### config.mk
export PLATFORM = sky130hd
export DESIGN_NAME = rsf_unit
export DESIGN_NICKNAME = d
export VERILOG_FILES = /design/src/rsf_pkg.sv /design/src/rsf_combiner.sv /design/src/rsf_flag_bit.sv /design/src/rsf_unit.sv
export SDC_FILE = /design/constraint.sdc
export NUM_CORES = 1
export LEC_CHECK = 0
export BUFFER_PORTS_ARGS = -buffer_cell sky130_fd_sc_hd__buf_4
export CAP_MARGIN = 30
export CORE_MARGIN = 1.5
export CORE_UTILIZATION = 40
export DETAILED_ROUTE_END_ITERATION = 6
export HOLD_SLACK_MARGIN = 0.02
export PLACE_DENSITY = 0.76
export SYNTH_ARGS = -nofsm -noshare
export SYNTH_HDL_FRONTEND = slang
export SYNTH_HIERARCHICAL = 1
export SYNTH_SLANG_ARGS = --single-unit
### constraint.sdc
create_clock -name clk_i -period 1.5 [get_ports clk_i]
set_clock_uncertainty 0.2 [all_clocks]
set_input_delay 0.075 -clock clk_i [delete_from_list [all_inputs] [get_ports clk_i]]
set_output_delay 0.075 -clock clk_i [all_outputs]
set_load 0.02 [all_outputs]
### src/rsf_pkg.sv
// Package for the reset source and flag unit.
// Assumes one 10 MHz clock and a classic Wishbone register port.
package rsf_pkg;
   // ==========================================================
   // Register map
   localparam logic [3:0]  RSF_ADDR_RCC     = 4'h0;
   localparam logic [15:0] RSF_RCC_RESET    = 16'h0003;
   localparam logic [15:0] RSF_RCC_IMPL     = 16'hE7FF;
   // ==========================================================
   // Field positions
   localparam int RSF_B_TRAP   = 15;
   localparam int RSF_B_ILL    = 14;
   localparam int RSF_B_SBOR   = 13;
   localparam int RSF_B_DSLP   = 10;
   localparam int RSF_B_CFGM   = 9;
   localparam int RSF_B_PROGMEM_SLEEP_POWER  = 8;
   localparam int RSF_B_PIN    = 7;
   localparam int RSF_B_SWR    = 6;
   localparam int RSF_B_SWDT   = 5;
   localparam int RSF_B_WATCHDOG_TIMEOUT_FLAG   = 4;
   localparam int RSF_B_SLEEP  = 3;
   localparam int RSF_B_IDLE   = 2;
   localparam int RSF_B_BOR    = 1;
   localparam int RSF_B_POR    = 0;
   // ==========================================================
   // Reset source bundle
   typedef struct packed {
      logic trap_conflict;
      logic illegal_opcode;
      logic uninit_wreg_reset;
      logic config_mismatch;
      logic master_clear_pin;
      logic reset_instr;
      logic watchdog_reset_source;
      logic brownout;
      logic lp_brownout;
   } rsf_src_t;
   // Power-saving events
   typedef struct packed {
      logic deep_sleep;
      logic sleep;
      logic idle;
   } rsf_pwr_t;
   typedef enum logic [1:0] {
      RSF_BUS_IDLE = 2'b00,
      RSF_BUS_ACK  = 2'b01
   } rsf_bus_st_t;
endpackage : rsf_pkg

### src/rsf_combiner.sv
// Combines every reset source into one request and a flag set vector.
// Assumes sources are synchronous single-clock levels.
`timescale 1ns/1ps
`default_nettype none
module rsf_combiner
   import rsf_pkg::*;
(
   input  wire logic        por_i,
   input  wire rsf_src_t    src_i,
   input  wire rsf_pwr_t    pwr_i,
   output logic             any_reset_o,
   output logic [15:0]      set_vec_o
);
   // ==========================================================
   // Combine
   always_comb begin
      any_reset_o = por_i | (|src_i);
      set_vec_o                = 16'h0000;
      set_vec_o[RSF_B_TRAP]    = src_i.trap_conflict;
      set_vec_o[RSF_B_ILL]     = src_i.illegal_opcode | src_i.uninit_wreg_reset;
      set_vec_o[RSF_B_CFGM]    = src_i.config_mismatch;
      set_vec_o[RSF_B_PIN]     = src_i.master_clear_pin;
      set_vec_o[RSF_B_SWR]     = src_i.reset_instr;
      set_vec_o[RSF_B_WATCHDOG_TIMEOUT_FLAG]    = src_i.watchdog_reset_source;
      set_vec_o[RSF_B_BOR]     = src_i.brownout | src_i.lp_brownout | por_i;
      set_vec_o[RSF_B_POR]     = por_i;
      set_vec_o[RSF_B_DSLP]    = pwr_i.deep_sleep;
      set_vec_o[RSF_B_SLEEP]   = pwr_i.sleep;
      set_vec_o[RSF_B_IDLE]    = pwr_i.idle;
   end
endmodule : rsf_combiner
`default_nettype wire

### src/rsf_flag_bit.sv
// One flag bit: hardware set, software write, set wins.
// Assumes synchronous power-on load of por_val_i from the parent.
`timescale 1ns/1ps
`default_nettype none
module rsf_flag_bit (
   input  wire logic clk_i,
   input  wire logic por_i,
   input  wire logic por_val_i,
   input  wire logic set_i,
   input  wire logic wr_i,
   input  wire logic wdata_i,
   output logic      q_o
);
   // ==========================================================
   // Storage
   always_ff @(posedge clk_i) begin
      if (por_i) begin
         q_o <= por_val_i;
      end else if (set_i) begin
         q_o <= 1'b1;
      end else if (wr_i) begin
         q_o <= wdata_i;
      end
   end
endmodule : rsf_flag_bit
`default_nettype wire

### src/rsf_unit.sv
// Reset source and flag unit: master reset plus cause register.
// Assumes synchronous sources, 10 MHz clk_i, classic Wishbone master.
//
// Local design decisions: the Wishbone slave port and the register addresses.
`timescale 1ns/1ps
`default_nettype none
module rsf_unit
   import rsf_pkg::*;
(
   input  wire logic        clk_i,
   input  wire logic        rst_i,
   input  wire rsf_src_t    src_i,
   input  wire rsf_pwr_t    pwr_i,
   input  wire logic        watchdog_config_fuse_i,
   input  wire logic        wb_cyc_i,
   input  wire logic        wb_stb_i,
   input  wire logic        wb_we_i,
   input  wire logic [3:0]  wb_adr_i,
   input  wire logic [3:0]  wb_sel_i,
   input  wire logic [31:0] wb_dat_i,
   output logic [31:0]      wb_dat_o,
   output logic             wb_ack_o,
   output logic             master_system_reset_o,
   output logic             brownout_enable_o,
   output logic             watchdog_enable_o,
   output logic             progmem_sleep_power_o
);
   // ==========================================================
   // Signals
   logic        any_reset;
   logic [15:0] set_vec;
   logic [15:0] rcc;
   logic        req;
   logic        hit;
   logic [15:0] wmask;
   logic [15:0] wr_bit;

   // rst_i is the power-on reset of this unit
   rsf_combiner u_comb (
      .por_i       (rst_i),
      .src_i       (src_i),
      .pwr_i       (pwr_i),
      .any_reset_o (any_reset),
      .set_vec_o   (set_vec)
   );

   // ==========================================================
   // Bus decode
   assign req   = wb_cyc_i & wb_stb_i & ~wb_ack_o;
   always_comb begin
      if (wb_adr_i == RSF_ADDR_RCC) begin
         hit = 1'b1;
      end else begin
         hit = 1'b0;
      end
   end
   assign wmask  = {{8{wb_sel_i[1]}}, {8{wb_sel_i[0]}}};
   assign wr_bit = {16{req & wb_we_i & hit}} & wmask & RSF_RCC_IMPL;

   // ==========================================================
   // Flag and control bits, one cell each
   // Control bits have no hardware set; cells give a uniform path
   genvar gi;
   generate
      for (gi = 0; gi < 16; gi++) begin : g_bit
         if (RSF_RCC_IMPL[gi]) begin : g_impl
            rsf_flag_bit u_bit (
               .clk_i     (clk_i),
               .por_i     (rst_i),
               .por_val_i (RSF_RCC_RESET[gi]),
               .set_i     (set_vec[gi]),
               .wr_i      (wr_bit[gi]),
               .wdata_i   (wb_dat_i[gi]),
               .q_o       (rcc[gi])
            );
         end else begin : g_rsvd
            assign rcc[gi] = 1'b0;
         end
      end
   endgenerate

   // ==========================================================
   // Bus answer: one registered ack a cycle after the request, unmapped reads zero
   always_ff @(posedge clk_i) begin
      if (rst_i) begin
         wb_ack_o <= 1'b0;
      end else begin
         wb_ack_o <= req;
      end
   end

   always_ff @(posedge clk_i) begin
      if (rst_i) begin
         wb_dat_o <= 32'h0000_0000;
      end else if (req & ~wb_we_i & hit) begin
         wb_dat_o <= {16'h0000, rcc};
      end else if (req) begin
         wb_dat_o <= 32'h0000_0000;
      end
   end

   // ==========================================================
   // Master reset, registered so it is glitch free
   always_ff @(posedge clk_i) begin
      if (rst_i) begin
         master_system_reset_o <= 1'b1;
      end else begin
         master_system_reset_o <= any_reset;
      end
   end

   // ==========================================================
   // Control outputs; software flag writes never feed master reset
   always_ff @(posedge clk_i) begin
      if (rst_i) begin
         brownout_enable_o     <= 1'b0;
         watchdog_enable_o     <= 1'b0;
         progmem_sleep_power_o <= 1'b0;
      end else begin
         brownout_enable_o     <= rcc[RSF_B_SBOR];
         watchdog_enable_o     <= rcc[RSF_B_SWDT] | watchdog_config_fuse_i;
         progmem_sleep_power_o <= rcc[RSF_B_PROGMEM_SLEEP_POWER];
      end
   end
endmodule : rsf_unit
`default_nettype wire

### Word level (Yosys, flattened, before mapping)

Index checks and enable logic that the tools add are counted.

* output and inout bits: 37
* bits in registers: 33
* memories: 0
* word-level logic and storage cells: 68
* bits of input ports: 58
* memory bits (writable): 0
* ROM bits: 0
* bits in latches: 0

* multipliers: 0
* div/mod/pow operators: 0
* equal/unequal tests: 0
* shifts and indexed selects: 0
* bitwise logic cells: 14
* reductions and logical operators: 13
* multiplexer cells: 21
* add/subtract/negate cells: 0
* order comparisons: 0

Operator list (count)
* $mux W16: 2
* $reduce_bool A2 Y1: 10
* $mux W1: 19
* $and A16 B16 Y16: 1
* $reduce_or A9 Y1: 1
* $and A1 B1 Y1: 6
* $or A1 B1 Y1: 5
* $logic_not A4 Y1: 1
* $not A1 Y1: 2
* $reduce_or A2 Y1: 1

### Logic depth before layout (Yosys ltp)

Gate-level depths: netlist of run 1.

* word-level depth: 7
* depth in mapped cells: 5
* depth with buffers taken out: 3

### Modules after synthesis

Netlist of run 1, hierarchy kept.

By module, submodules not included
* rsf_unit: instances 1, cells an instance 99, area each 894.6 um2, sequential area each 380.4 um2
* rsf_flag_bit: instances 14, cells an instance 5, area each 48.8 um2, sequential area each 30.0 um2
* rsf_combiner: instances 1, cells an instance 19, area each 136.4 um2, sequential area each 0.0 um2

### Worst setup path before layout of run 1

Ideal clock, no wire load.

* path kind: reg-to-reg
* start: register wb_ack_o
* end: register g_bit[0].g_impl.u_bit.q_o, enable pin
* buffers on the path: 1
* required time: 1.046 ns
* cell stages (with the launch flop): 5
* path slack: -0.282 ns
* library setup time: 0.254 ns
* arrival time: 1.328 ns
* clock period less this slack: 1.782 ns
* cells stage by stage: dfxtp_1 -> and3b_1 -> clkbuf_1 -> and4_2 -> or3_1

* cells in the longest elaborated chain, start to end: 5

Ends and longest elaborated chain
* start, declared: line rsf_unit.sv:22 `output logic wb_ack_o,`
* start signal, assigned: line rsf_unit.sv:88 `wb_ack_o <= req;`
* $not A1 Y1: line rsf_unit.sv:49 `assign req = wb_cyc_i & wb_stb_i & ~wb_ack_o;`
* $and A1 B1 Y1: line rsf_unit.sv:49
* $and A1 B1 Y1 (2 in a row): line rsf_unit.sv:58 `assign wr_bit = {16{req & wb_we_i & hit}} & wmask & RSF_RCC_IMPL;`
* $and A16 B16 Y16: line rsf_unit.sv:58
* named net wr_bit[0]: line rsf_unit.sv:36 `logic [15:0] wr_bit;`
* end signal, assigned: line rsf_flag_bit.sv:18 `q_o <= por_val_i;`
* end signal, assigned: line rsf_flag_bit.sv:22 `q_o <= wdata_i;`
* end, declared: line rsf_flag_bit.sv:12 `output logic q_o`

The timed path passes the listed nets, and every way through them passes these cells.
A chain may end at the register's enable or synchronous reset.

### Worst setup path after layout of run 1

* start: register wb_ack_o
* end: register g_bit[10].g_impl.u_bit.q_o, enable pin

* cells in the longest elaborated chain, start to end: 6

Ends and longest elaborated chain (line)
* $not A1 Y1: rsf_unit.sv:49
* $and A1 B1 Y1: rsf_unit.sv:49
* $and A1 B1 Y1 (2 in a row): rsf_unit.sv:58
* $and A16 B16 Y16: rsf_unit.sv:58
* named net wr_bit[10]: rsf_unit.sv:36
* $reduce_bool A2 Y1 (no source line)
* end signal, assigned: rsf_flag_bit.sv:18
* end signal, assigned: rsf_flag_bit.sv:22
* end, declared: rsf_flag_bit.sv:12

The timed path passes the listed nets, and every way through them passes these cells.

==> flow_metrics.tcl, run 1 <==
set metrics [dict create \
    status "finished, violations left" \
    violations "hold timing, setup timing" \
    antenna_found_initial 0 \
    drtIter0Drc 109 \
    p_leak_nw 1.060 \
    worstHoldPathType "in2reg" \
    power_density_nw_per_um2 816.9 \
    avgSynthCellArea_um2 9.135 \
    relSlewSlack 0.6446 \
    fmax_mhz 646.3 \
    cts_max_level 2 \
    grt_usage 0.1627 \
    tritoncts "done" \
    cp_data_arrival_time_ps 1380 \
    num_antenna_cells 0 \
    wl_mm 3.622 \
    gr-total-overflow 0 \
    final_cells 329 \
    drive_gt1_frac 0.2903 \
    hold_violations 3 \
    initial_core_util 0.4217 \
    drcViolationCount 0 \
    tightestPinTransition_ps 533.1 \
    dieArea_um2 4648 \
    clock_latency_ps 270 \
    crit_required_ps 1330 \
    path_max_fanout 6 \
    cts_buffer_depth 2 \
    start_kind "flip-flop" \
    end_kind "flip-flop" \
    ff_latch_area_um2 804.5 \
    port_buffers 56 \
    die_x_um 68.18 \
    hold_ws_ps -84.00 \
    gp_congestion 0.7355 \
    clockRootBuffer "clkbuf_8" \
    final_core_utilization 0.6124 \
    cts_buffers 5 \
    ir_drop_v 0.0005155 \
    via_count 1485 \
    final.setup.tns_ps -442.4 \
    vias_per_cell 4.514 \
    wl_per_cell_um 11.01 \
    rsz0062_at_grt "yes" \
    die_h_um 68.18 \
    min_period_over_period 1.031 \
    finalSetupViolCount 14 \
    nNetsFinal 336 \
    final_cell_mix "buf_4, conb_1, nand2_1, dlygate4sd3_1, dfxtp_1" \
    path_clk_slew_ps 60 \
    synth_area_um2 1699 \
    ant_nets 0 \
    finalMaxSlewViolations 0 \
    min_period_ps 1547 \
    critical_path_class "reg2reg" \
    grt_max_degree 64 \
    grt_pass1_vias 1286 \
    rows 23 \
    core_area_um2 4029 \
    final_common_cell "buf_4" \
    grt_pass1_wl_mm 5.547 \
    dp_cells 296 \
    io-pin-count 95 \
    cts_sinks 33 \
    power_w 0.002016 \
    syn2layout_area_growth_pct 45.21 \
    netlist_instances 186 \
    cap_violations 0 \
    drt_pre_antenna_iters 4 \
    nFillCells 364 \
    setup_slack_ps -47.22 \
    multiInputGateArea_um2 770.7 \
    ys_warn_count 6 \
    dp_hpwl_mm 2.374 \
]
worst max-delay path, stage by stage, from the launching register on:
cell and delay, ps:
dfxtp_4 340, and3b_2 230, and4_4 210, or3_4 330
report_power, final:
part	internal (W)	switching, W
registers	0.000995	0.0000188
logic	0.000170	0.000162
clock network	0.000374	0.000296
total	0.00154	0.000477
per-layer routing:
layer | track usage | share of wire | up-vias
met1 | 0.1926 | 0.44 | 663
met2 | 0.2803 | 0.50 | 46
met3 | 0.02961 | 0.046 | 7
met4 | 0.08250 | 0.019 | 0
met5 | 0 | 0 | -
li1 | - | - | 769
registers in the layout, indices dropped and copies added, names as in the netlist:
name / flops
wb_ack_o: 1
progmem_sleep_power_o: 1
wb_dat_o: 14
brownout_enable_o: 1
watchdog_enable_o: 1
g_bit.g_impl.u_bit/q_o: 14
master_system_reset_o: 1
through the flow:
step	worst slack (ps)	hold WS [ps]	instance area, µm²
after floorplan	-102.2	-9.180	1829
after global placement	-163.0	78.87	2115
after detailed placement	-169.7	91.01	2115
after CTS	-47.97	-101.9	2444
after global routing	-66.01	-84.09	2467
final	-47.22	-84.00	2467
final timing paths:
| path | startpoint | endpoint | slack [ps] | cells past startpoint |
|---|---|---|---|---|
| setup / recovery | wb_ack_o | g_bit[10].g_impl.u_bit/q_o | -50 | 3 |
| hold / removal | src_i[8] | master_system_reset_o | -80 | 3 |
| setup reg to reg | wb_ack_o | g_bit[10].g_impl.u_bit/q_o | -50 | 3 |
| hold reg to reg | wb_dat_o[5] | wb_dat_o[5] | 250 | 2 |
repair_timing:
action                     4_1_cts  5_1_grt
hold buffers                    23        2
buffers inserted                 1        0
hold endpoints to repair        39        8
setup endpoints to repair       14       17
resized for setup                1        3
gates cloned                     0        0
layout make-up:
type | instances | area share
Sequential cell | 33 | 0.3261
Timing Repair Buffer | 90 | 0.2997
Multi-Input combinational cell | 148 | 0.3124
Tap cell | 50 | 0.02535
Clock buffer | 8 | 0.03651
(Power assumes the default switching activity.)
==> inputs of run 2 (changes only) <==
ABC_AREA = 1   (was unset)
CORE_UTILIZATION = 38   (was 40)
SYNTH_HIERARCHICAL = unset   (was 1)
==> run 2 against run 1 <==
Effect of this change: global-route usage increased by 2.6 points; clock power is 2% lower; via count did not move; critical path depth is 2 higher; the run now ends clean.
==> flow_metrics.tcl, run 2 <==
set metrics [dict create \
    status "complete, no violations" \
    min_from "rst_i" \
    grt_usage 0.1889 \
    ant_nets 0 \
    synthFlopType "dfxtp_1" \
    timing.rr.start "wb_ack_o" \
    relSlewSlack 0.6166 \
    io-pin-count 95 \
    cap_violations 0 \
    num_antenna_cells 0 \
    rsz0062_at_grt "no" \
    synth_area_um2 1483 \
    dieArea_um2 4286 \
    wl_per_cell_um 11.13 \
    worstHoldPathType "in2reg" \
    ys_warn_count 0 \
    synth-seq-cells 33 \
    tightestPinTransition_ps 573.2 \
    ir_drop_v 0.0004687 \
    whs_endpoint "g_bit[1].g_impl.u_bit.q_o" \
    r2r_slack_ps 130 \
    p_leak_nw 1.106 \
    cts_max_level 2 \
    start_kind "input pin" \
    timing.rr.end "wb_dat_o[8]" \
    synth_edf_count 0 \
    ff_latch_area_um2 660.6 \
    rr_worst_depth 5 \
    syn2layout_area_growth_pct 56.20 \
    avgSynthCellArea_um2 7.603 \
    die_h_um 65.47 \
    grt_pass1_vias 1423 \
    hold_path_depth 3 \
    fmax_mhz 697.9 \
    postCtsSetupBuffers 0 \
    clock_latency_ps 280 \
    final_core_utilization 0.6232 \
    initial_core_util 0.3990 \
    drive_gt1_frac 0.2674 \
    post-place-ws_ps 97.90 \
    vias_per_cell 4.420 \
    drtIter0Drc 45 \
    finalMaxSlewViolations 0 \
    cts_sinks 33 \
    nNetsFinal 346 \
    via_count 1485 \
    ys_async_sr_fraction 0 \
    crit_required_ps 1470 \
    finalSetupViolCount 0 \
    largestRegisters "g_bit.g_impl.u_bit.q_o x14, wb_dat_o x14" \
    grt_max_degree 17 \
    dp_hpwl_mm 2.457 \
    drt_pre_antenna_iters 4 \
    drcViolationCount 0 \
    setup_slack_ps 67.08 \
    synth_common_cells "nand2_1, nand3_1, dfxtp_1, inv_1, buf_4" \
    yosys.area.top_type_share 0.4456 \
    clockRootBuffer "clkbuf_8" \
    wl_mm 3.741 \
    cts_buffer_depth 2 \
    gp_congestion 0.7794 \
    min_period_over_period 0.9553 \
    end_kind "flip-flop" \
    gr-total-overflow 0 \
    final.setup.tns_ps 0 \
    multiInputGateArea_um2 634.4 \
    die_x_um 65.47 \
    hold_violations 0 \
    final_common_cell "buf_4" \
    grt_pass1_wl_mm 6.009 \
    antenna_found_initial 0 \
    yosysTopAreaCell "dfxtp_1" \
    netlist_instances 195 \
    nFillCells 353 \
    port_buffers 56 \
    cts_buffers 5 \
    tritoncts "done" \
    seq_area_frac_synth 0.4456 \
    rows 22 \
    synth.area.top_cells "dfxtp_1, nand3_1, buf_4" \
    core_area_um2 3716 \
    min_period_ps 1433 \
    cp_data_arrival_time_ps 1400 \
    final_cell_mix "buf_4, nand3_1, nand2_1, dfxtp_1, dlygate4sd3_1" \
    path_clk_slew_ps 60 \
    power_density_nw_per_um2 806.8 \
    path_max_fanout 1 \
    ys_types 21 \
    critical_path_class "in2reg" \
]
run 2: final cells by class:
type	count	share of cell area
flip-flops and latches	33	0.2853
well taps	48	0.02593
repair buffers	93	0.3371
inverters	25	0.04052
multi-input cells	130	0.2739
clock buffers	7	0.03728
run 2: worst max-delay path by stage:
stage                                      start  cells after the start                   endpoint
after floorplan                         wb_ack_o                      5                wb_dat_o[2]
after global placement                  wb_ack_o                      5               wb_dat_o[13]
after detailed placement                wb_ack_o                      5                wb_dat_o[8]
after CTS                 watchdog_config_fuse_i                      5          watchdog_enable_o
after global routing                     wb_we_i                      8  g_bit[9].g_impl.u_bit.q_o
final                     watchdog_config_fuse_i                      5          watchdog_enable_o
run 2: repair_timing:
item | 4_1_cts | 5_1_grt
gates resized for setup | 0 | 3
endpoints found under the setup margin | 0 | 4
hold buffers | 33 | 0
hold endpoints to repair | 33 | 0
run 2: cell families (layout without fill, tap and decap cells):
kind of cell,Yosys count,in the layout,synth area share
AND/OR/NAND/NOR,94,94,0.3114
flip-flops,33,33,0.4456
buffers and inverters,49,125,0.1764
AO/OA/AOI/OAI,18,18,0.06413
other,1,18,0.002529
run 2: power by group:
group | internal (W) | switching [W]
Clock | 0.000363 | 0.000294
Combinational | 0.000154 | 0.000148
Sequential | 0.000898 | 0.0000111
run 2: metal layers:
layer	global-route usage	part of all wire	vias up
li1	-	-	774
met1	0.1981	0.41	655
met2	0.3444	0.51	50
met3	0.05651	0.057	6
met4	0.08594	0.020	0
met5	0	0	-
run 2: worst max-delay path, cell delays in order:
cell and delay, ps:
dlygate4sd3_1 540, buf_4 130, nor2_1 80, nor2_1 50, dlygate4sd3_1 540
run 2: stage by stage:
step / hold slack, ps / total power (W) / cell area [µm²] / std cells
4_1_cts: 72.73 / 0.001881 / 2306 / 336
3_5_place_dp: 84.61 / 0.001158 / 1889 / 296
2_1_floorplan: -18.97 / 0.001082 / 1546 / 212
3_3_place_gp: 82.79 / 0.001154 / 1889 / 296
5_1_grt: 96.84 / 0.001968 / 2316 / 336
6_report: 76.26 / 0.001868 / 2316 / 336
